==> config.mk <==
export PLATFORM = sky130hd
export DESIGN_NAME = elc_line_ctrl
export DESIGN_NICKNAME = d
export VERILOG_FILES = /design/src/elc_pkg.sv /design/src/elc_chan_if.sv /design/src/elc_channel.sv /design/src/elc_line_ctrl.sv
export SDC_FILE = /design/constraint.sdc
export NUM_CORES = 1
export LEC_CHECK = 0
export BUFFER_PORTS_ARGS = -buffer_cell sky130_fd_sc_hd__buf_4
export CORE_AREA = 2 2 150 152
export DETAILED_ROUTE_END_ITERATION = 7
export DIE_AREA = 0 0 152 154
export PLACE_DENSITY = 0.79
export SYNTH_ARGS = -nofsm -noshare
export SYNTH_HDL_FRONTEND = slang
export SYNTH_SLANG_ARGS = --single-unit
export TNS_END_PERCENT = 1
==> constraint.sdc <==
create_clock -name clk -period 3.27 [get_ports clk]
set_input_delay 0.1635 -clock clk [delete_from_list [all_inputs] [get_ports clk]]
set_output_delay 0.1635 -clock clk [all_outputs]
set_load 0.1 [all_outputs]
==> src/elc_pkg.sv <==
package elc_pkg;
   localparam int          NUM_CHAN        = 7;
   localparam int          REG_W           = 8;
   localparam int          ADDR_W          = 4;
   localparam logic [3:0]  ADDR_GLOBAL     = 4'h0;
   localparam logic [3:0]  ADDR_LOCAL_LB   = 4'h1;
   localparam logic [3:0]  ADDR_REMOTE_LB  = 4'h2;
   localparam logic [3:0]  ADDR_ANALOG_LB  = 4'h3;
   localparam logic [3:0]  ADDR_TX_ONES    = 4'h4;
   localparam logic [3:0]  ADDR_RX_ONES    = 4'h5;
   localparam logic [3:0]  ADDR_TX_PDN     = 4'h6;
   localparam logic [3:0]  ADDR_SPARE      = 4'h7;
   localparam int          BIT_AUTO_ONES   = 6;
   localparam int          BIT_EXT_LOSS    = 5;
   localparam int          BIT_MUTE        = 4;
   localparam int          BIT_RAIL        = 3;
   localparam int          BIT_CODE        = 2;
   localparam int          BIT_RX_EDGE     = 1;
   localparam int          BIT_TX_EDGE     = 0;
   localparam logic [7:0]  REG_RESET       = 8'h00;
   localparam logic [6:0]  CHAN_RESET      = 7'h00;
   localparam logic [7:0]  GLOBAL_MASK     = 8'h7F;
   localparam int          LOSS_CNT_W      = 13;
   localparam logic [12:0] LOSS_ZEROS_NORM = 13'h0020;
   localparam logic [12:0] LOSS_ZEROS_EXT  = 13'h1000;
endpackage

==> src/elc_chan_if.sv <==
`timescale 1ns/1ps
interface elc_chan_if;
   logic analogLoop;
   logic localLoop;
   logic remoteLoop;
   logic txOnes;
   logic rxOnes;
   logic txOff;
   logic singleRail;
   logic autoOnes;
   logic mute;
   logic signalLoss;
   modport ctrl (output analogLoop, localLoop, remoteLoop, txOnes, rxOnes, txOff,
                 singleRail, autoOnes, mute, signalLoss);
   modport chan (input analogLoop, localLoop, remoteLoop, txOnes, rxOnes, txOff,
                 singleRail, autoOnes, mute, signalLoss);
endinterface

==> src/elc_channel.sv <==
`timescale 1ns/1ps
module elc_channel (
   input  wire logic clk,          // system clock
   input  wire logic nrst,         // async reset, active low
   elc_chan_if.chan  cfg,          // per-channel settings
   input  wire logic bitTick,      // one bit period strobe
   input  wire logic txPosIn,      // transmit p-rail or single-rail data
   input  wire logic txNegIn,      // transmit n-rail data
   input  wire logic rxLinePlus,   // received positive pulse
   input  wire logic rxLineMinus,  // received negative pulse
   input  wire logic rxViolIn,     // violation from line decoder
   output logic      linePlus,     // line driver positive pulse
   output logic      lineMinus,    // line driver negative pulse
   output logic      lineOe,       // line driver enable
   output logic      rxPosOut,     // receive positive or data output
   output logic      rxNegOut      // receive negative or violation output
);
   logic markPol_ff;
   logic onesPol_ff;
   logic txPlus_ff, txMinus_ff, rxPos_ff, rxNeg_ff;
   logic nxt_markPol, nxt_onesPol;

   // single rail data is made bipolar by plain mark alternation
   wire txMark    = txPosIn;
   wire encPlus   = cfg.singleRail ? (txMark & markPol_ff)  : txPosIn;
   wire encMinus  = cfg.singleRail ? (txMark & ~markPol_ff) : txNegIn;
   wire onesPlus  = onesPol_ff;
   wire onesMinus = ~onesPol_ff;

   // analog loop outranks remote loop, remote loop outranks transmit ones
   wire useRemote  = cfg.remoteLoop & ~cfg.analogLoop;
   wire useTxOnes  = cfg.txOnes & ~cfg.remoteLoop & ~cfg.analogLoop;
   wire selPlus    = useRemote ? rxLinePlus  : (useTxOnes ? onesPlus  : encPlus);
   wire selMinus   = useRemote ? rxLineMinus : (useTxOnes ? onesMinus : encMinus);

   // receive source: analog loop sees the driver register ahead of the power down gate, not the line input
   wire srcPlus  = cfg.analogLoop ? txPlus_ff  : (cfg.localLoop ? encPlus  : rxLinePlus);
   wire srcMinus = cfg.analogLoop ? txMinus_ff : (cfg.localLoop ? encMinus : rxLineMinus);
   wire srcViol  = (cfg.analogLoop | cfg.localLoop) ? 1'b0 : rxViolIn;
   wire dataPos  = cfg.singleRail ? (srcPlus | srcMinus) : srcPlus;
   wire dataNeg  = cfg.singleRail ? srcViol : srcMinus;

   wire loopHeld  = cfg.analogLoop | cfg.localLoop;
   wire forceOnes = ~loopHeld & (cfg.rxOnes | (cfg.autoOnes & cfg.signalLoss));
   wire forceLow  = ~loopHeld & ~cfg.autoOnes & cfg.mute & cfg.signalLoss;
   wire onesPos   = cfg.singleRail ? 1'b1 : onesPol_ff;
   wire onesNeg   = cfg.singleRail ? 1'b0 : ~onesPol_ff;
   wire outPos    = forceOnes ? onesPos : (forceLow ? 1'b0 : dataPos);
   wire outNeg    = forceOnes ? onesNeg : (forceLow ? 1'b0 : dataNeg);

   assign nxt_markPol = (bitTick & txMark) ? ~markPol_ff : markPol_ff;
   assign nxt_onesPol = bitTick ? ~onesPol_ff : onesPol_ff;

   always_ff @(posedge clk or negedge nrst) begin
      if (!nrst) begin
         markPol_ff <= 1'b1;
         onesPol_ff <= 1'b1;
      end else begin
         markPol_ff <= nxt_markPol;
         onesPol_ff <= nxt_onesPol;
      end
   end

   always_ff @(posedge clk or negedge nrst) begin
      if (!nrst) begin
         txPlus_ff  <= 1'b0;
         txMinus_ff <= 1'b0;
         rxPos_ff   <= 1'b0;
         rxNeg_ff   <= 1'b0;
      end else if (bitTick) begin
         txPlus_ff  <= selPlus;
         txMinus_ff <= selMinus;
         rxPos_ff   <= outPos;
         rxNeg_ff   <= outNeg;
      end
   end

   // powered down transmitter drives nothing and the pins float
   assign linePlus  = txPlus_ff  & ~cfg.txOff;
   assign lineMinus = txMinus_ff & ~cfg.txOff;
   assign lineOe    = ~cfg.txOff;
   assign rxPosOut  = rxPos_ff;
   assign rxNegOut  = rxNeg_ff;
endmodule

==> src/elc_line_ctrl.sv <==
`timescale 1ns/1ps
module elc_line_ctrl #(
   parameter int NUM_CHAN = elc_pkg::NUM_CHAN
) (
   input  wire logic                clk,            // system clock
   input  wire logic                nrst,           // async reset, active low
   input  wire logic                regWrEn,        // register write strobe
   input  wire logic                regRdEn,        // register read strobe
   input  wire logic [3:0]          regAddr,        // register address
   input  wire logic [7:0]          regWrData,      // register write data
   output logic      [7:0]          regRdData,      // register read data
   input  wire logic [NUM_CHAN-1:0] bitTick,        // per-channel bit strobe
   input  wire logic [NUM_CHAN-1:0] txPositiveIn,   // transmit p-rail or data
   input  wire logic [NUM_CHAN-1:0] txNegativeIn,   // transmit n-rail
   input  wire logic [NUM_CHAN-1:0] rxLinePlus,     // received positive pulses
   input  wire logic [NUM_CHAN-1:0] rxLineMinus,    // received negative pulses
   input  wire logic [NUM_CHAN-1:0] rxViolIn,       // decoder violations
   output logic      [NUM_CHAN-1:0] lineOutPlus,    // line driver positive
   output logic      [NUM_CHAN-1:0] lineOutMinus,   // line driver negative
   output logic      [NUM_CHAN-1:0] lineOutOe,      // line driver enable
   output logic      [NUM_CHAN-1:0] rxPositiveOut,  // receive p-rail or data
   output logic      [NUM_CHAN-1:0] rxNegativeOut,  // receive n-rail or violation
   output logic      [NUM_CHAN-1:0] signalLoss,     // loss of signal per channel
   output logic                     codecHdb3,      // line codec uses HDB3
   output logic                     rxClockRising,  // receive data on rising edge
   output logic                     txClockRising   // transmit sampled on rising edge
);
   // the register layout has one bit per channel in seven-bit fields
   if (NUM_CHAN != elc_pkg::NUM_CHAN) begin : g_bad_chan
      $error("register layout serves exactly seven channels");
   end

   logic [7:0] global_ff;
   logic [6:0] localLoop_ff;
   logic [6:0] remoteLoop_ff;
   logic [6:0] analogLoop_ff;
   logic [6:0] txOnes_ff;
   logic [6:0] rxOnes_ff;
   logic [6:0] txPdn_ff;
   logic [7:0] rdData_ff;
   logic [7:0] nxt_rdData;

   // address decode
   wire wrGlobal = regWrEn & (regAddr == elc_pkg::ADDR_GLOBAL);
   wire wrLocal  = regWrEn & (regAddr == elc_pkg::ADDR_LOCAL_LB);
   wire wrRemote = regWrEn & (regAddr == elc_pkg::ADDR_REMOTE_LB);
   wire wrAnalog = regWrEn & (regAddr == elc_pkg::ADDR_ANALOG_LB);
   wire wrTxOnes = regWrEn & (regAddr == elc_pkg::ADDR_TX_ONES);
   wire wrRxOnes = regWrEn & (regAddr == elc_pkg::ADDR_RX_ONES);
   wire wrTxPdn  = regWrEn & (regAddr == elc_pkg::ADDR_TX_PDN);
   wire [6:0] chanBits = regWrData[6:0];

   always_ff @(posedge clk or negedge nrst) begin
      if (!nrst) begin
         global_ff <= elc_pkg::REG_RESET;
      end else if (wrGlobal) begin
         global_ff <= regWrData & elc_pkg::GLOBAL_MASK;
      end
   end

   always_ff @(posedge clk or negedge nrst) begin
      if (!nrst) begin
         localLoop_ff <= elc_pkg::CHAN_RESET;
      end else if (wrLocal) begin
         localLoop_ff <= chanBits;
      end
   end

   always_ff @(posedge clk or negedge nrst) begin
      if (!nrst) begin
         remoteLoop_ff <= elc_pkg::CHAN_RESET;
      end else if (wrRemote) begin
         remoteLoop_ff <= chanBits;
      end
   end

   always_ff @(posedge clk or negedge nrst) begin
      if (!nrst) begin
         analogLoop_ff <= elc_pkg::CHAN_RESET;
      end else if (wrAnalog) begin
         analogLoop_ff <= chanBits;
      end
   end

   always_ff @(posedge clk or negedge nrst) begin
      if (!nrst) begin
         txOnes_ff <= elc_pkg::CHAN_RESET;
      end else if (wrTxOnes) begin
         txOnes_ff <= chanBits;
      end
   end

   always_ff @(posedge clk or negedge nrst) begin
      if (!nrst) begin
         rxOnes_ff <= elc_pkg::CHAN_RESET;
      end else if (wrRxOnes) begin
         rxOnes_ff <= chanBits;
      end
   end

   always_ff @(posedge clk or negedge nrst) begin
      if (!nrst) begin
         txPdn_ff <= elc_pkg::CHAN_RESET;
      end else if (wrTxPdn) begin
         txPdn_ff <= chanBits;
      end
   end

   // readback; spare and unmapped addresses read zero
   always_comb begin
      case (regAddr)
         elc_pkg::ADDR_GLOBAL:    nxt_rdData = global_ff;
         elc_pkg::ADDR_LOCAL_LB:  nxt_rdData = {1'b0, localLoop_ff};
         elc_pkg::ADDR_REMOTE_LB: nxt_rdData = {1'b0, remoteLoop_ff};
         elc_pkg::ADDR_ANALOG_LB: nxt_rdData = {1'b0, analogLoop_ff};
         elc_pkg::ADDR_TX_ONES:   nxt_rdData = {1'b0, txOnes_ff};
         elc_pkg::ADDR_RX_ONES:   nxt_rdData = {1'b0, rxOnes_ff};
         elc_pkg::ADDR_TX_PDN:    nxt_rdData = {1'b0, txPdn_ff};
         elc_pkg::ADDR_SPARE:     nxt_rdData = 8'h00;
         default:                 nxt_rdData = 8'h00;
      endcase
   end

   always_ff @(posedge clk or negedge nrst) begin
      if (!nrst) begin
         rdData_ff <= 8'h00;
      end else if (regRdEn) begin
         rdData_ff <= nxt_rdData;
      end
   end
   assign regRdData = rdData_ff;

   // global fields
   wire autoOnes   = global_ff[elc_pkg::BIT_AUTO_ONES];
   wire extLoss    = global_ff[elc_pkg::BIT_EXT_LOSS];
   wire muteOnLoss = global_ff[elc_pkg::BIT_MUTE];
   wire singleRail = global_ff[elc_pkg::BIT_RAIL];
   // coding choice means nothing in dual rail, so it is masked there
   assign codecHdb3     = singleRail & global_ff[elc_pkg::BIT_CODE];
   assign rxClockRising = global_ff[elc_pkg::BIT_RX_EDGE];
   assign txClockRising = global_ff[elc_pkg::BIT_TX_EDGE];

   // threshold switch takes effect on the running count, no restart
   wire [12:0] lossLimit = extLoss ? elc_pkg::LOSS_ZEROS_EXT
                                   : elc_pkg::LOSS_ZEROS_NORM;

   genvar ch;
   generate
      for (ch = 0; ch < NUM_CHAN; ch++) begin : g_chan
         logic [12:0] zeroCnt_ff;
         logic [12:0] nxt_zeroCnt;
         logic        loss_ff;
         logic        nxt_loss;
         elc_chan_if  cfg ();

         // line input is cut off in analog loop, so count the looped pulses
         wire seenMark = analogLoop_ff[ch] ? (lineOutPlus[ch] | lineOutMinus[ch])
                                           : (rxLinePlus[ch] | rxLineMinus[ch]);
         wire atLimit  = (zeroCnt_ff >= lossLimit);

         always_comb begin
            nxt_zeroCnt = zeroCnt_ff;
            nxt_loss    = loss_ff;
            if (bitTick[ch]) begin
               if (seenMark) begin
                  nxt_zeroCnt = 13'h0000;
                  nxt_loss    = 1'b0;
               end else if (!atLimit) begin
                  nxt_zeroCnt = zeroCnt_ff + 13'h0001;
                  nxt_loss    = ((zeroCnt_ff + 13'h0001) >= lossLimit);
               end else begin
                  nxt_loss    = 1'b1;
               end
            end
         end

         always_ff @(posedge clk or negedge nrst) begin
            if (!nrst) begin
               zeroCnt_ff <= 13'h0000;
               loss_ff    <= 1'b0;
            end else begin
               zeroCnt_ff <= nxt_zeroCnt;
               loss_ff    <= nxt_loss;
            end
         end
         assign signalLoss[ch] = loss_ff;

         assign cfg.analogLoop = analogLoop_ff[ch];
         assign cfg.localLoop  = localLoop_ff[ch];
         assign cfg.remoteLoop = remoteLoop_ff[ch];
         assign cfg.txOnes     = txOnes_ff[ch];
         assign cfg.rxOnes     = rxOnes_ff[ch];
         assign cfg.txOff      = txPdn_ff[ch];
         assign cfg.singleRail = singleRail;
         assign cfg.autoOnes   = autoOnes;
         assign cfg.mute       = muteOnLoss;
         assign cfg.signalLoss = loss_ff;

         elc_channel u_chan (
            .clk         (clk),
            .nrst        (nrst),
            .cfg         (cfg.chan),
            .bitTick     (bitTick[ch]),
            .txPosIn     (txPositiveIn[ch]),
            .txNegIn     (txNegativeIn[ch]),
            .rxLinePlus  (rxLinePlus[ch]),
            .rxLineMinus (rxLineMinus[ch]),
            .rxViolIn    (rxViolIn[ch]),
            .linePlus    (lineOutPlus[ch]),
            .lineMinus   (lineOutMinus[ch]),
            .lineOe      (lineOutOe[ch]),
            .rxPosOut    (rxPositiveOut[ch]),
            .rxNegOut    (rxNegativeOut[ch])
         );
      end
   endgenerate
endmodule

; Word level (Yosys, flattened, before mapping)
; Cells that the tools add are included.
[word_totals]
reg_bits = 197
out_inout_bits = 53
elab_cells = 453
[op_classes]
n_addsub = 7
magnitude_cmp = 14
n_eq_ne = 13
muxes = 170
n_bitwise = 177
reduce_logical = 8
[op_table]
columns = cell, count
row1 = $mux 13, 15
row2 = $ge 13x13->1, 14
row3 = $mux 1, 154
row4 = $and 1x1->1, 99
row5 = $add 13x1->13 const B, 7
row6 = $pmux 7 s7, 1
row7 = $not 1->1, 43
row8 = $or 1x1->1, 35
row9 = $ne 2x2->1 const B, 7
row10 = $reduce_and 2->1, 7
row11 = $eq 4x3->1 const B, 3
row12 = $eq 4x2->1 const B, 2
row13 = $eq 4x1->1 const B, 1
row14 = $logic_not 4->1, 1

; Logic depth before layout (Yosys ltp)
[depth]
ltp_word = 9
ltp_mapped = 11
depth_no_buf = 11

; Hierarchy
; Synthesis repeated with hierarchy kept, for this count alone.
[hier_totals]
hier_cells = 1435
area_unflattened_um2 = 12902.4
[by_module_without_submodules]
columns = mod, n_inst, cells_each, area_each_um2, seq_area_each_um2
row1 = elc_line_ctrl, 1, 1050, 9688.0, 3853.7
row2 = elc_channel, 7, 55, 459.2, 152.6

; Least setup slack after synthesis
; No wires, ideal clock.
[synth_path]
path_type = register -> register
startpoint = register global_ff[5]
endpoint = register g_chan[1].zeroCnt_ff[6]
arrival_time_ps = 2795
required_time_ps = 3166
path_slack_ps = 372
path_stages_with_launch = 10
n_path_buf = 1
synth_period_minus_slack_ps = 2898
cell_sequence = dfrtp_1 > inv_1 > ha_1 > or4b_1 > a311o_1 > a2111o_1 > buf_6 > nor2_1 > o21ai_1 > o41ai_2
[synth_via]
elab_chain_cells = 4
[synth_rtl]
columns = item, line_no
row1 = start: declaration, elc_line_ctrl.sv:33  ; logic [7:0] global_ff;
row2 = start signal: assignment, elc_line_ctrl.sv:55  ; global_ff <= elc_pkg::REG_RESET;
row3 = start signal: assignment, elc_line_ctrl.sv:57  ; global_ff <= regWrData & elc_pkg::GLOBAL_MASK;
row4 = $mux 13, elc_line_ctrl.sv:144  ; wire [12:0] lossLimit = extLoss ? elc_pkg::LOSS_ZEROS_EXT
row5 = $ge 13x13->1, elc_line_ctrl.sv:159  ; wire atLimit = (zeroCnt_ff >= lossLimit);
row6 = $ne 2x2->1 (no source line), -
row7 = $reduce_and 2->1 (no source line), -
row8 = end signal: assignment, elc_line_ctrl.sv:182  ; zeroCnt_ff <= nxt_zeroCnt;
row9 = end: declaration, elc_line_ctrl.sv:150  ; logic [12:0] zeroCnt_ff;
; No other way between the ends.
; A chain may end at the register's enable or synchronous reset.

; Worst setup path after layout
[layout_path]
startpoint = register g_chan[5].zeroCnt_ff[1]
endpoint = register g_chan[5].loss_ff
[layout_via]
elab_chain_cells = 4
word_cells_on_any_way = 5
cone_classes = add/sub (1) / order compare (2) / mux (2)
[layout_rtl]
columns = item, line_no
row1 = start: declaration, elc_line_ctrl.sv:150
row2 = start signal: assignment, elc_line_ctrl.sv:182
row3 = $add 13x1->13, elc_line_ctrl.sv:170  ; nxt_loss = ((zeroCnt_ff + 13'h0001) >= lossLimit);
row4 = $ge 13x13->1, elc_line_ctrl.sv:170
row5 = $mux 1 *, elc_line_ctrl.sv:168  ; end else if (!atLimit) begin
row6 = $mux 1 *, elc_line_ctrl.sv:165  ; if (seenMark) begin
row7 = end signal: assignment, elc_line_ctrl.sv:183  ; loss_ff <= nxt_loss;
row8 = end: declaration, elc_line_ctrl.sv:152  ; logic loss_ff;
; Every way passes the cells marked *; elsewhere a longest branch is shown, timed or not.

==> reports/results.txt <==
Outcome = finished clean
CP max stage delay = 0.46 ns
P_sw = 4.25 mW
Max VDD drop = 0.000401 V
Reg2Reg Setup Slack = 0.48 ns
Via count = 11412
Post-route ant nets = 0
Slowest stage cell, crit path = dfrtp_1
CTS max path bufs = 2
Filler cells = 1721
Synth Instances = 1456
Worst min-delay path class = in -> reg
Row count = 54
Die Height = 154 um
GRT overflow = 0
Number of H-tree levels = 4
Max Clock Skew = 0.0120 ns
RSZ-0062 raised after global routing = no
Die area = 23400 um^2
Met2 routed WL = 15700 um
Dpl cell area = 13500 um^2
Ranking of synthesized cells by area = dfrtp_1, ha_1, mux2_2, o21ai_0, nand2_1
Clock sink count = 196
Adder-Cell Fraction of Synth Area = 4.77%
Pin count of the biggest net entering global routing = 99
Main synth FF type = dfrtp_1
Post-CTS Resized = 0
Worst setup SP type = register
Critical Path RT = 3.59 ns
Synth warnings = 0
Critical path buffer and inverter count = 0
Maxcap violations = 0
Leakage dissipation = 6.20 nW
Commonest non-fill, non-tap cell in the layout = dfrtp_1
Post-Layout Inst Area = 14300 um^2
Synth Area in XOR/XNOR = 2.18%
Final setup fails = 0
DR iter-0 viols = 791
Biggest register = g_chan.zeroCnt_ff
Global-route wire length before repair = 53500 um
Synthesis-to-layout area growth = 11.6%
Yosys reg bits = 196
Synthesized net count = 1563
Multiplexer share of the synthesized area = 6.46%
N_diodes = 0
Simple-gate share of the synthesized area = 18.5%
Largest register FFs = 91
Wire length on met1 = 14200 um
Starting density of the core = 59.3%
Most frequent cells in the layout = dfrtp_1, buf_4, nand2_1, nor2_1, o21ai_0
Synth top area share = 35.4%
Pwr Total = 9.63 mW
Root Buffer = clkbuf_16
Delay-heaviest family, CP = simple AND/OR/NAND/NOR gates
Post-Syn Area = 12900 um^2
DP HPWL = 22500 um
Chip Width = 152 um
Register area share after synthesis = 38.3%
Antenna violations before repair = 0
Fin. max-slew vios = 0
Io pins = 111
Most frequent CP cell = ha_1
CTS clk-pin slew, worst paths = 0.07 ns
GRT Overall Usage = 27.6%
Internal power = 5.38 mW
Critical path arrival = 3.11 ns
Slew headroom = 20.1%
Core area = 21700 um^2
# DRC = 0
Sequential Power Share = 37.0%
Clock power frac = 23.0%
Num CTS Buffers = 17
Vias/cell = 6.36
Worst-Margin Slew = 1.19 ns
Ys async rst share = 100%
Mean post-synth cell area = 8.83 um^2
Fmax achieved = 359 MHz
Area leader, netlist = dfrtp_1
Share of cells above drive strength 1 = 16.3%
IO buf count = 108
Final setup TNS = 0 ns
Clk Latency, worst-skew pair = 0.44 ns
Met3 WL post-DR = 1860 um
Post-route minimum period = 2.79 ns
Peak fanout along the critical path = 7
Total wire length = 32700 um
GP Congestion = 0.925
Routed len/inst = 18.2 um
CP Class = reg -> reg
Detailed Routing Iterations Pass 1 = 5
Crit end category = register
Synth Area in Compound Gates = 23.0%
Final Cycle Share = 85.3%
Combinational family with the most area after synthesis = compound AO/OA/AOI/OAI gates
Top layer in use = met4
Netlist cell types = 75
Vias in the first global route = 10581
CTS tree = done
Cell Pwr Density = 672 nW/um^2
Final #Nets = 1607
Combinational Power Share = 40.0%
Final-report hold violation count = 0
Worst path cell trace = ha_1, nand3_1, nor3_1, and4_1, xor2_1, ha_1, nand3b_1, a221oi_1, a2111o_1
Post-synth EDFFs = 0
Sw Ratio = 44.1%
## what timing repair did
action / CTS / global route
hold buffers: 18 / 0
setup buffers: 0 / 0
hold endpoints to repair: 115 / 0
endpoints found under the setup margin: 0 / 0
## layout make-up
| cell class | count | area [um^2] | share of cell area [%] |
|---|---|---|---|
| clock inverter | 10 | 148 | 1.03 |
| inverter | 67 | 251 | 1.75 |
| multi-input combinational | 1074 | 7060 | 49.2 |
| timing repair buffer | 144 | 1140 | 7.98 |
| sequential | 196 | 4920 | 34.3 |
| tap | 280 | 350 | 2.44 |
| clock buffer | 22 | 464 | 3.24 |
## metrics by stage
stage	hold slack, ns	utilization (%)	cells	setup WS [ns]
detailed placement	0.315	62.5	1743	0.529
global placement	0.309	62.5	1743	0.582
finish	0.00988	66.1	1793	0.481
global route	0.0179	66.1	1793	0.231
floorplan	-0.132	-	1456	0.372
CTS	0.000396	66.1	1793	0.510
## worst paths after layout
kind                       cells after the start                     endpoint                   startpoint
max in group asynchronous                      3  g_chan[0].u_chan.markPol_ff                         nrst
setup reg to reg                               9     g_chan[5].cfg.signalLoss      g_chan[5].zeroCnt_ff[1]
min in group asynchronous                      2      g_chan[1].zeroCnt_ff[4]                         nrst
setup / recovery                               9     g_chan[5].cfg.signalLoss      g_chan[5].zeroCnt_ff[1]
hold / removal                                 2    g_chan[2].u_chan.onesPlus                   bitTick[2]
hold reg to reg                                1  g_chan[5].u_chan.markPol_ff  g_chan[5].u_chan.markPol_ff
## synthesized netlist by cell type (all sizes together), types with 39 or more instances
library cell,n
nor3,42
nand3,53
o31ai,39
nor2,111
ha,49
clkbuf,69
a21oi,72
buf,50
dfrtp,182
nor2b,42
o21ai,117
mux2,52
inv,67
nand2,120
## kinds of logic after synthesis
family,after synthesis
DFF,196
AOI/OAI and AO/OA,436
adders and majority gates,49
muxes,74
other,1
and+or+nand+nor,482
buffers and inverters,186
xor gates and xnor gates,32
## routing by layer
| layer | track usage (%) | vias to the layer above |
|---|---|---|
| met1 | 37.6 | 5545 |
| met3 | 4.40 | 72 |
| met5 | 0 | - |
| met4 | 10.1 | 0 |
| met2 | 45.1 | 384 |
| li1 | - | 5411 |
## power groups by stage
stage	clock (mW)	combinational [mW]	sequential (mW)
6_report	2.21	3.86	3.57
5_1_grt	2.35	4.11	3.64
4_1_cts	2.24	3.85	3.55
3_5_place_dp	0	3.80	3.59
3_3_place_gp	0	3.72	3.56
2_1_floorplan	0	3.19	3.42
(Power assumes the default switching activity.)
